$ cat src/rtl/itbt_pkg.sv
/*
 * Package of the interval and time base timer: register addresses, field positions,
 * reset values, prescaler tap widths, power mode codes and the carrier structs.
 * Assumes an 8-bit register port with 16-bit addresses and a 125 MHz system clock.
 */
package itbt_pkg;

    // ****************************************
    // register addresses
    // ****************************************
    localparam logic [15:0] ITBT_ADDR_MODE     = 16'hFFB0; // timer_mode_select
    localparam logic [15:0] ITBT_ADDR_COUNT    = 16'hFFB1; // timer_count_value
    localparam logic [15:0] ITBT_ADDR_CKSTP    = 16'hFFFA; // peripheral_clock_stop_one
    localparam logic [15:0] ITBT_ADDR_IRQ_STAT = 16'hFFC0; // sticky overflow status, write one to clear
    localparam logic [15:0] ITBT_ADDR_IRQ_MASK = 16'hFFC1; // overflow interrupt enable

    // ****************************************
    // field positions and fixed read bits
    // ****************************************
    localparam int          ITBT_STBY_BIT    = 0;       // timer_standby_release
    localparam int          ITBT_TB_BIT      = 3;       // time_base_mode_bit
    localparam int          ITBT_OVF_BIT     = 0;       // overflow_request_flag in status and mask
    localparam logic [7:0]  ITBT_MODE_FIXED  = 8'hF0;   // bits 7..4 of mode read as one
    localparam logic [7:0]  ITBT_CKSTP_FIXED = 8'hC0;   // bits 7..6 of clock stop read as one
    localparam logic [3:0]  ITBT_SEL_CLEAR   = 4'hC;    // upper select pair 11 holds counter cleared
    localparam logic [7:0]  ITBT_CNT_MAX     = 8'hFF;   // last count before overflow

    // ****************************************
    // reset values
    // ****************************************
    localparam logic [3:0]  ITBT_SEL_RST    = 4'h0;
    localparam logic [7:0]  ITBT_CNT_RST    = 8'h00;
    localparam logic [5:0]  ITBT_CKSTP_RST  = 6'h3F;
    localparam logic [7:0]  ITBT_RDATA_RST  = 8'h00;

    // ****************************************
    // prescaler taps (log2 of divide ratio)
    // ****************************************
    localparam int ITBT_PSS_W    = 13;                 // system prescaler, up to /8192
    localparam int ITBT_PSW_W    = 7;                  // subclock prescaler, up to /128
    localparam int ITBT_SUB_HZ   = 32768;              // subclock rate
    localparam int ITBT_CNT_SPAN = 256;                // counter inputs per overflow
    // time base period 1 s, 0.5 s, 0.25 s, 0.03125 s as subclock divisors
    localparam int ITBT_TB_DIV_1S    = ITBT_SUB_HZ / ITBT_CNT_SPAN;
    localparam int ITBT_TB_DIV_HALF  = ITBT_SUB_HZ / 2 / ITBT_CNT_SPAN;
    localparam int ITBT_TB_DIV_QUART = ITBT_SUB_HZ / 4 / ITBT_CNT_SPAN;
    localparam int ITBT_TB_DIV_32TH  = ITBT_SUB_HZ / 32 / ITBT_CNT_SPAN;

    // ****************************************
    // power modes, one-hot
    // ****************************************
    typedef enum logic [5:0] {
        ITBT_PM_ACTIVE    = 6'h01,
        ITBT_PM_SLEEP     = 6'h02,
        ITBT_PM_WATCH     = 6'h04,
        ITBT_PM_SUBACTIVE = 6'h08,
        ITBT_PM_SUBSLEEP  = 6'h10,
        ITBT_PM_STANDBY   = 6'h20
    } itbt_pmode_t;

    // ****************************************
    // carriers
    // ****************************************
    typedef struct packed {
        logic [15:0] addr;   // register address
        logic [7:0]  wdata;  // write data
        logic        wr;     // write strobe
        logic        rd;     // read strobe
    } itbt_bus_t;

    typedef struct packed {
        logic [3:0]            sel;      // clock select field of mode register
        logic [7:0]            cnt;      // counter value
        logic [5:0]            ckstp;    // clock stop bits 5..0
        logic                  ovf_flag; // sticky overflow request
        logic                  ovf_en;   // overflow interrupt enable
        logic [ITBT_PSS_W-1:0] system_clock_prescaler;      // system_clock_prescaler
        logic [ITBT_PSW_W-1:0] subclock_prescaler;      // subclock_prescaler
        logic                  sub_s1;   // subclock synchroniser stage one
        logic                  sub_s2;   // subclock synchroniser stage two
        logic                  sub_s3;   // edge detect history
        logic [7:0]            rdata;    // registered read data
    } itbt_state_t;

    localparam itbt_state_t ITBT_STATE_RST = '{
        sel: ITBT_SEL_RST, cnt: ITBT_CNT_RST, ckstp: ITBT_CKSTP_RST,
        ovf_flag: 1'b0, ovf_en: 1'b0, system_clock_prescaler: '0, subclock_prescaler: '0,
        sub_s1: 1'b0, sub_s2: 1'b0, sub_s3: 1'b0, rdata: ITBT_RDATA_RST
    };

endpackage : itbt_pkg

$ cat src/rtl/itbt_timer.sv
/*
 * Interval and time base timer: 8-bit up counter fed by a system clock prescaler
 * or by a synchronised 32.768 kHz subclock prescaler, with overflow interrupt.
 * Assumes a plain register port on the system clock, a power mode code from logic
 * on the same clock, and a free running subclock arriving on a pin.
 */
`timescale 1ns/10ps
`default_nettype none

module itbt_timer
    import itbt_pkg::*;
(
    input  wire logic        sys_clk_in,   // 125 MHz system clock
    input  wire logic        rst_in,       // synchronous reset, active high
    input  wire itbt_bus_t   bus_in,       // register request
    output logic [7:0]       rdata_out,    // read data, cycle after read strobe
    input  wire itbt_pmode_t pmode_in,     // chip power mode, same clock domain
    input  wire logic        sub_clk_in,   // 32.768 kHz subclock pin
    output logic             irq_out       // overflow interrupt, level
);

    // ****************************************
    // state and helpers
    // ****************************************
    itbt_state_t st_q;          // all registered state
    itbt_state_t st_d;          // next state
    logic        sub_edge;      // rising subclock edge, system clock domain
    logic        clear_hold;    // counter and subclock prescaler held cleared
    logic        intv_run;      // power mode lets interval counting run
    logic        tb_run;        // power mode lets time base counting run
    logic        mode_wr_ok;    // power mode lets the mode register take writes
    logic        count_en;      // counter may advance this cycle
    logic        tick;          // selected input clock pulse
    logic        ovf;           // counter overflows this cycle

    // true when the low k bits of v are all ones, i.e. a /2^k tap fires
    function automatic logic tap_hit(input logic [ITBT_PSS_W-1:0] v, input int k);
        logic [ITBT_PSS_W-1:0] m;
        m = ITBT_PSS_W'((1 << k) - 1);
        return (v & m) == m;
    endfunction : tap_hit

    // ****************************************
    // power mode decode
    // ****************************************
    // every mode but standby keeps the subclock path alive; standby stops everything
    always_comb
    begin
        intv_run   = 1'b0;
        tb_run     = 1'b0;
        mode_wr_ok = 1'b0;
        case (pmode_in)
            ITBT_PM_ACTIVE:
            begin
                intv_run   = 1'b1;
                tb_run     = 1'b1;
                mode_wr_ok = 1'b1;
            end
            ITBT_PM_SLEEP:     // register retained, counter runs
            begin
                intv_run = 1'b1;
                tb_run   = 1'b1;
            end
            ITBT_PM_WATCH,
            ITBT_PM_SUBSLEEP:  // only the time base keeps going
            begin
                tb_run = 1'b1;
            end
            ITBT_PM_SUBACTIVE: // time base runs and the CPU can write
            begin
                tb_run     = 1'b1;
                mode_wr_ok = 1'b1;
            end
            default:           // standby or an illegal code: everything halted
            begin
                intv_run   = 1'b0;
                tb_run     = 1'b0;
                mode_wr_ok = 1'b0;
            end
        endcase
    end

    // ****************************************
    // next state
    // ****************************************
    always_comb
    begin
        st_d = st_q;

        // subclock synchroniser; stage one feeds stage two only
        st_d.sub_s1 = sub_clk_in;
        st_d.sub_s2 = st_q.sub_s1;
        st_d.sub_s3 = st_q.sub_s2;
        sub_edge    = st_q.sub_s2 & ~st_q.sub_s3;

        // codes 1100..1111 all clear, the undefined ones included
        clear_hold = (st_q.sel[3:2] == ITBT_SEL_CLEAR[3:2]);

        // system prescaler runs freely; taps are its carry points.
        // trade-off: one shared divider instead of eight, so the first
        // tick after a select change may come anywhere inside its period.
        st_d.system_clock_prescaler = st_q.system_clock_prescaler + ITBT_PSS_W'(1);

        // subclock prescaler advances on each synchronised edge while the standby bit and tb_run allow
        if (clear_hold)
        begin
            st_d.subclock_prescaler = '0;
        end
        else if (sub_edge && st_q.ckstp[ITBT_STBY_BIT] && tb_run)
        begin
            st_d.subclock_prescaler = st_q.subclock_prescaler + ITBT_PSW_W'(1);
        end

        // input clock select
        case (st_q.sel)
            4'h0:    tick = tap_hit(st_q.system_clock_prescaler, $clog2(8192));
            4'h1:    tick = tap_hit(st_q.system_clock_prescaler, $clog2(4096));
            4'h2:    tick = tap_hit(st_q.system_clock_prescaler, $clog2(2048));
            4'h3:    tick = tap_hit(st_q.system_clock_prescaler, $clog2(512));
            4'h4:    tick = tap_hit(st_q.system_clock_prescaler, $clog2(256));
            4'h5:    tick = tap_hit(st_q.system_clock_prescaler, $clog2(128));
            4'h6:    tick = tap_hit(st_q.system_clock_prescaler, $clog2(32));
            4'h7:    tick = tap_hit(st_q.system_clock_prescaler, $clog2(8));
            4'h8:    tick = sub_edge & tap_hit({6'h00, st_q.subclock_prescaler}, $clog2(ITBT_TB_DIV_1S));
            4'h9:    tick = sub_edge & tap_hit({6'h00, st_q.subclock_prescaler}, $clog2(ITBT_TB_DIV_HALF));
            4'hA:    tick = sub_edge & tap_hit({6'h00, st_q.subclock_prescaler}, $clog2(ITBT_TB_DIV_QUART));
            4'hB:    tick = sub_edge & tap_hit({6'h00, st_q.subclock_prescaler}, $clog2(ITBT_TB_DIV_32TH));
            default: tick = 1'b0;                                   // cleared codes never count
        endcase

        // counter runs only where the power mode and standby bit allow it
        count_en = st_q.ckstp[ITBT_STBY_BIT] && !clear_hold &&
                   (st_q.sel[ITBT_TB_BIT] ? tb_run : intv_run);
        ovf      = count_en && tick && (st_q.cnt == ITBT_CNT_MAX);

        if (clear_hold)
        begin
            st_d.cnt = ITBT_CNT_RST;
        end
        else if (count_en && tick)
        begin
            st_d.cnt = st_q.cnt + 8'h01;                            // (FF wraps to 00)
        end

        // ****************************************
        // register writes
        // ****************************************
        if (bus_in.wr)
        begin
            case (bus_in.addr)
                ITBT_ADDR_MODE:
                begin
                    // bits 7..5 are expected zero and bit 4 is fixed: neither is stored
                    if (mode_wr_ok)
                    begin
                        st_d.sel[2:0] = bus_in.wdata[2:0];
                        if (st_q.ckstp[ITBT_STBY_BIT])
                        begin
                            st_d.sel[ITBT_TB_BIT] = bus_in.wdata[ITBT_TB_BIT];
                        end
                    end
                end
                ITBT_ADDR_CKSTP:
                begin
                    st_d.ckstp = bus_in.wdata[5:0];
                end
                ITBT_ADDR_IRQ_STAT:
                begin
                    if (bus_in.wdata[ITBT_OVF_BIT])
                    begin
                        st_d.ovf_flag = 1'b0;
                    end
                end
                ITBT_ADDR_IRQ_MASK:
                begin
                    st_d.ovf_en = bus_in.wdata[ITBT_OVF_BIT];
                end
                default:
                begin
                    st_d.ovf_en = st_q.ovf_en;                      // count register and others ignore writes
                end
            endcase
        end

        // overflow sets after any clear so a same-cycle event is kept
        if (ovf)
        begin
            st_d.ovf_flag = 1'b1;
        end

        // ****************************************
        // register reads
        // ****************************************
        st_d.rdata = 8'h00;
        if (bus_in.rd)
        begin
            case (bus_in.addr)
                ITBT_ADDR_MODE:     st_d.rdata = ITBT_MODE_FIXED | {4'h0, st_q.sel};
                ITBT_ADDR_COUNT:    st_d.rdata = (pmode_in == ITBT_PM_SUBACTIVE) ?
                                                 8'h00 : st_q.cnt;
                ITBT_ADDR_CKSTP:    st_d.rdata = ITBT_CKSTP_FIXED | {2'h0, st_q.ckstp};
                ITBT_ADDR_IRQ_STAT: st_d.rdata = {7'h00, st_q.ovf_flag};
                ITBT_ADDR_IRQ_MASK: st_d.rdata = {7'h00, st_q.ovf_en};
                default:            st_d.rdata = 8'h00;             // unmapped reads as zero
            endcase
        end
    end

    // ****************************************
    // state register
    // ****************************************
    // synchronous reset; the prescalers restart from zero too
    always_ff @(posedge sys_clk_in)
    begin
        if (rst_in)
        begin
            st_q <= ITBT_STATE_RST;
        end
        else
        begin
            st_q <= st_d;
        end
    end

    // ****************************************
    // outputs
    // ****************************************
    assign rdata_out = st_q.rdata;
    assign irq_out   = st_q.ovf_flag & st_q.ovf_en;

    // ****************************************
    // assertions
    // ****************************************
    a_clear_holds_zero: assert property (
        @(posedge sys_clk_in) disable iff (rst_in)
        (st_q.sel[3:2] == 2'b11) |=> (st_q.cnt == 8'h00) && (st_q.subclock_prescaler == '0))
        else $error("counter or prescaler not cleared under select 11");

    a_ovf_sets_flag: assert property (
        @(posedge sys_clk_in) disable iff (rst_in)
        (count_en && tick && st_q.cnt == 8'hFF) |=> st_q.ovf_flag)
        else $error("overflow did not set request flag");

    a_wrap_to_zero: assert property (
        @(posedge sys_clk_in) disable iff (rst_in)
        (count_en && tick && st_q.cnt == 8'hFF) |=> (st_q.cnt == 8'h00))
        else $error("counter did not wrap to zero");

    a_count_step_one: assert property (
        @(posedge sys_clk_in) disable iff (rst_in)
        (count_en && tick && st_q.cnt != 8'hFF) |=> (st_q.cnt == $past(st_q.cnt) + 8'h01))
        else $error("counter did not step by one");

    a_irq_gated_enable: assert property (
        @(posedge sys_clk_in) disable iff (rst_in)
        (!st_q.ovf_en || !st_q.ovf_flag) |-> !irq_out)
        else $error("interrupt raised without enable and flag");

    a_reset_clears_mode: assert property (
        @(posedge sys_clk_in)
        rst_in |=> (st_q.cnt == 8'h00) && (st_q.sel[3] == 1'b0) && st_q.ckstp[0])
        else $error("reset values wrong");

    a_sub_read_zero: assert property (
        @(posedge sys_clk_in) disable iff (rst_in)
        (bus_in.rd && bus_in.addr == ITBT_ADDR_COUNT && pmode_in == ITBT_PM_SUBACTIVE)
        |=> (rdata_out == 8'h00))
        else $error("counter readable in subactive");

    a_mode_bit4_one: assert property (
        @(posedge sys_clk_in) disable iff (rst_in)
        (bus_in.rd && bus_in.addr == ITBT_ADDR_MODE) |=> rdata_out[4])
        else $error("mode bit 4 not read as one");

    a_standby_freeze: assert property (
        @(posedge sys_clk_in) disable iff (rst_in)
        (!st_q.ckstp[0] && st_q.sel[3:2] != 2'b11) |=> $stable(st_q.cnt))
        else $error("counter moved in module standby");

    a_interval_halt: assert property (
        @(posedge sys_clk_in) disable iff (rst_in)
        (!st_q.sel[3] && !(pmode_in inside {ITBT_PM_ACTIVE, ITBT_PM_SLEEP})) |=> $stable(st_q.cnt))
        else $error("interval counter ran outside active or sleep");

    a_mode_bit_lock: assert property (
        @(posedge sys_clk_in) disable iff (rst_in)
        (bus_in.wr && bus_in.addr == ITBT_ADDR_MODE && !st_q.ckstp[0]) |=> $stable(st_q.sel[3]))
        else $error("mode select bit changed while in module standby");

    // overflow and a clear in one cycle: the event must not be lost
    a_flag_set_wins: assert property (
        @(posedge sys_clk_in) disable iff (rst_in)
        (ovf && bus_in.wr && bus_in.addr == ITBT_ADDR_IRQ_STAT && bus_in.wdata[0]) |=> st_q.ovf_flag)
        else $error("overflow lost against a same cycle clear");

    // an enabled pending request must reach the pin
    a_irq_follows_flag: assert property (
        @(posedge sys_clk_in) disable iff (rst_in)
        (st_q.ovf_flag && st_q.ovf_en) |-> irq_out)
        else $error("interrupt missing with flag and enable set");

    // module standby also freezes the subclock prescaler
    a_psw_standby_hold: assert property (
        @(posedge sys_clk_in) disable iff (rst_in)
        (!st_q.ckstp[0] && !clear_hold) |=> $stable(st_q.subclock_prescaler))
        else $error("subclock prescaler moved in module standby");

    // chip standby halts the time base as well
    a_tb_standby_halt: assert property (
        @(posedge sys_clk_in) disable iff (rst_in)
        (st_q.sel[3:2] == 2'b10 && pmode_in == ITBT_PM_STANDBY) |=> $stable(st_q.cnt))
        else $error("time base counted in standby");

    // mode register keeps its contents where the power mode forbids writes
    a_mode_retained: assert property (
        @(posedge sys_clk_in) disable iff (rst_in)
        (bus_in.wr && bus_in.addr == ITBT_ADDR_MODE && !mode_wr_ok) |=> $stable(st_q.sel))
        else $error("mode register changed while retained");

    // read data stand for one cycle only, then return to zero
    a_rdata_one_cycle: assert property (
        @(posedge sys_clk_in) disable iff (rst_in)
        !bus_in.rd |=> (rdata_out == 8'h00))
        else $error("read data stood without a read strobe");

    // outside the clearing codes the counter must not move in a cycle without an enabled selected tick
    a_single_step: assert property (
        @(posedge sys_clk_in) disable iff (rst_in)
        (!count_en || !tick) && !clear_hold |=> $stable(st_q.cnt))
        else $error("counter moved without a selected input clock");

endmodule : itbt_timer

`default_nettype wire

$ cat config.mk
export PLATFORM = sky130hd
export DESIGN_NAME = itbt_timer
export DESIGN_NICKNAME = d
export VERILOG_FILES = /design/src/rtl/itbt_pkg.sv /design/src/rtl/itbt_timer.sv
export SDC_FILE = /design/constraint.sdc
export NUM_CORES = 1
export LEC_CHECK = 0
export ABC_CLOCK_PERIOD_IN_PS = 3100
export BUFFER_PORTS_ARGS = -buffer_cell sky130_fd_sc_hd__clkbuf_2
export CAP_MARGIN = 30
export CORE_ASPECT_RATIO = 0.75
export CORE_MARGIN = 2
export CORE_UTILIZATION = 41
export DETAILED_ROUTE_END_ITERATION = 8
export PLACE_DENSITY_LB_ADDON = 0.25
export SETUP_SLACK_MARGIN = 0.5
export SKIP_LAST_GASP = 1
export SYNTH_ARGS = -nofsm -noshare
export SYNTH_HDL_FRONTEND = slang
export SYNTH_SLANG_ARGS = --single-unit
$ cat constraint.sdc
create_clock -name sys_clk_in -period 3.1 [get_ports sys_clk_in]
set_input_delay 0.465 -clock sys_clk_in [delete_from_list [all_inputs] [get_ports sys_clk_in]]
set_output_delay 0.465 -clock sys_clk_in [all_outputs]
set_load 0.05 [all_outputs]
==> metrics.md <==
| Metric | Value |
|---|---|
| Outcome | completed |
| Largest net degree at the start of global routing | 24 |
| Startpoint Class | register |
| Main synth FF type | dfxtp_1 |
| Setup Viol. Count Final | 0 |
| DRT Pass-1 Iters | 5 |
| Max_slew headroom | 0.5894 |
| Crit share post-route | 0.7981 |
| Clock root buffer master | clkbuf_8 |
| Cell Area, Synth | 2525 µm² |
| Fin. max-slew vios | 0 |
| DP Wirelength | 3965 µm |
| Hold WC Path Type | input pin to register |
| Die width | 94.62 µm |
| Unrepaired setup endpoints after global routing | no |
| Yosys warns | 0 |
| Yosys top cell by area | dfxtp_1 |
| Synth top area share | 0.4044 |
| Row Count | 24 |
| Gate Count Post-Synth | 292 |
| DRC violations left | 0 |
| H-tree depth reported by CTS | 2 |
| Tot Pwr | 1104 µW |
| CP arrival | 2700 ps |
| CP Data Required Time | 3330 ps |
| Ys async rst share | 0 |
| TritonCTS Sinks | 51 |
| Power per cell area | 379.4 nW/µm² |
| LEAKAGE | 0.001197 µW |
| Routed length per placed instance | 13.47 µm |
| Layout cells sized above 1 | 0.2152 |
| Clock-pin slew on the worst setup and hold paths | 90 ps |
| Syn avg cell area | 8.647 µm² |
| GRT Overall Usage | 0.1698 |
| Max clock buf depth | 2 |
| Starting Density | 0.4290 |
| Area Overhead vs Synth | 15.21% |
| Vias in the first global route | 2003 |
| Post-synth EDFFs | 0 |
| Seq/Total Area, Yosys | 0.4044 |
| Largest stage delay, worst path | 510 ps |
| First-pass GRT wire length | 9204 µm |
| #FFs+latches synth | 51 |
| CP Cell Sequence | ha_4 > nand4_1 > or2_4 > inv_2 > ha_1 > a311oi_1 > o41a_1 > o31a_4 > or4_1 > a21oi_1 |
| Max Fclk | 404.2 MHz |
| # hold bufs at CTS | 0 |
| Io pins | 44 |
| Commonest cells in the netlist | dfxtp_1, nor2_1, nand2_1 |
| Tmin final | 2474 ps |
| Worst Setup Path Type | register to register |
| Synth cell types | 49 |
| Hold WS | 372.9 ps |
| Family with the most delay on the worst path | simple AND/OR/NAND/NOR gates |
| Synth area leaders | dfxtp_1, nor2_1, mux2i_1, xor2_1, nand3_1 |
| Worst Skew | 8.060 ps |
| Setup_tns | 0 ps |
| Max-Cap Viols | 0 |
| Die area | 6809 µm² |
| Vias per cell | 5.397 |
| Via Count | 2202 |
| Fillers | 594 |
| Worst setup EP type | register |
| Routability congestion estimate from global placement | 0.7681 |
| Synthesized net count | 334 |
| Most frequent cell after synthesis | dfxtp_1 |
| Worst path bufs/invs | 1 |
| Global route total overflow | 0 |
| Core area | 5886 µm² |
| CTS tree | done |
| Worst-margin pin slew | 611.2 ps |
| Die Span Y | 71.96 µm |
| Routed Antenna Nets | 0 |
| Final instance area | 2909 µm² |
| Diode count | 0 |
| Worst-path maximum fanout | 8 |
| CTS buffer count | 5 |
| Clk Latency, worst-skew pair | 310 ps |
| Placed Area | 2751 µm² |
| Drt initial violations | 119 |
| Final #Nets | 371 |
| Initial antenna violation count | 0 |
| Port Buffers | 41 |
| Final Hold Viols | 0 |
| Final WL | 5497 µm |
| Worst-case vdd ir drop | 213.2 µV |
| Critical-path top delay cell | or4_1 |
-- sequential cells by signal (all words and copies together), names as in the netlist --
| name | cells |
|---|---|
| rdata_out | 8 |
| st_d | 2 |
| st_q | 41 |
-- cell families (layout without fill, tap and decap cells) --
group	Yosys count	after routing	share of synthesized area
AOI/OAI and AO/OA	47	47	0.1323
xor gates and xnor gates	14	14	0.04856
adders and majority gates	7	7	0.03469
buffers and inverters	26	64	0.05252
DFF	51	51	0.4044
muxes	13	13	0.05253
and+or+nand+nor	134	134	0.2750
-- metrics by stage --
| stage | std cells | util | worst slack, ps |
|---|---|---|---|
| floorplan | 292 | - | 754.8 |
| global placement | 395 | 0.4675 | 462.1 |
| detailed placement | 395 | 0.4675 | 421.9 |
| CTS | 403 | 0.4834 | 520.1 |
| global route | 408 | 0.4943 | 485.7 |
| finish | 408 | 0.4943 | 625.8 |
-- final cells by class --
type | instances | area (µm²) | area share
timing repair buffer | 51 | 277.8 | 0.09548
multi-input combinational | 215 | 1406 | 0.4834
sequential | 51 | 1023 | 0.3518
clock buffer | 6 | 72.57 | 0.02495
tap | 78 | 97.59 | 0.03355
inverter | 5 | 18.77 | 0.006452
clock inverter | 2 | 12.51 | 0.004301
-- layout by cell type, fill, tap and decap left out, drive strengths merged, types with 7 or more instances in the layout --
master and count:
and3 7, dfxtp 51, nand2 21, clkbuf 47
xor2 12, a21oi 12, nor2 37, nand4 9
o21ai 7, mux2i 11, o31ai 7, or4 7
ha 7, nor2b 10, buf 10, nand3 19
-- timing repair --
action / 4_1_cts / 5_1_grt
pin swaps: 1 / 4
setup buffers: 0 / 5
setup endpoints to repair: 4 / 6
resized for setup: 2 / 9
endpoints found under the hold margin: 0 / 0
-- path summary, 6_finish.rpt --
kind                                               to  slack, ps                start  cells after the start
worst min register to register     st_d[8]$_SDFF_PP0_        440   st_d[9]$_SDFF_PP0_                      1
worst min-delay path               st_d[9]$_SDFF_PP0_        370           sub_clk_in                      2
worst max register to register  st_q[42]$_SDFFE_PP0P_        630  st_q[18]$_SDFF_PP0_                     10
worst max-delay path            st_q[42]$_SDFFE_PP0P_        630  st_q[18]$_SDFF_PP0_                     10
-- where the power goes --
part / internal [µW] / switching [µW] / total [µW] / leakage [µW]
Sequential: 660 / 4.28 / 664 / 0.000413
Combinational: 28.6 / 35.2 / 63.8 / 0.000744
Clock: 158 / 217 / 375 / 0.0000412
Total: 847 / 257 / 1100 / 0.00120
-- per-layer routing --
metal	global-route usage	vias up	part of all wire
li1	-	1120	-
met1	0.2366	1030	0.52
met2	0.2640	47	0.42
met3	0.04154	5	0.053
met4	0.04831	0	0.010
met5	0	-	0
No activity file was read; power rests on OpenSTA's default activity.
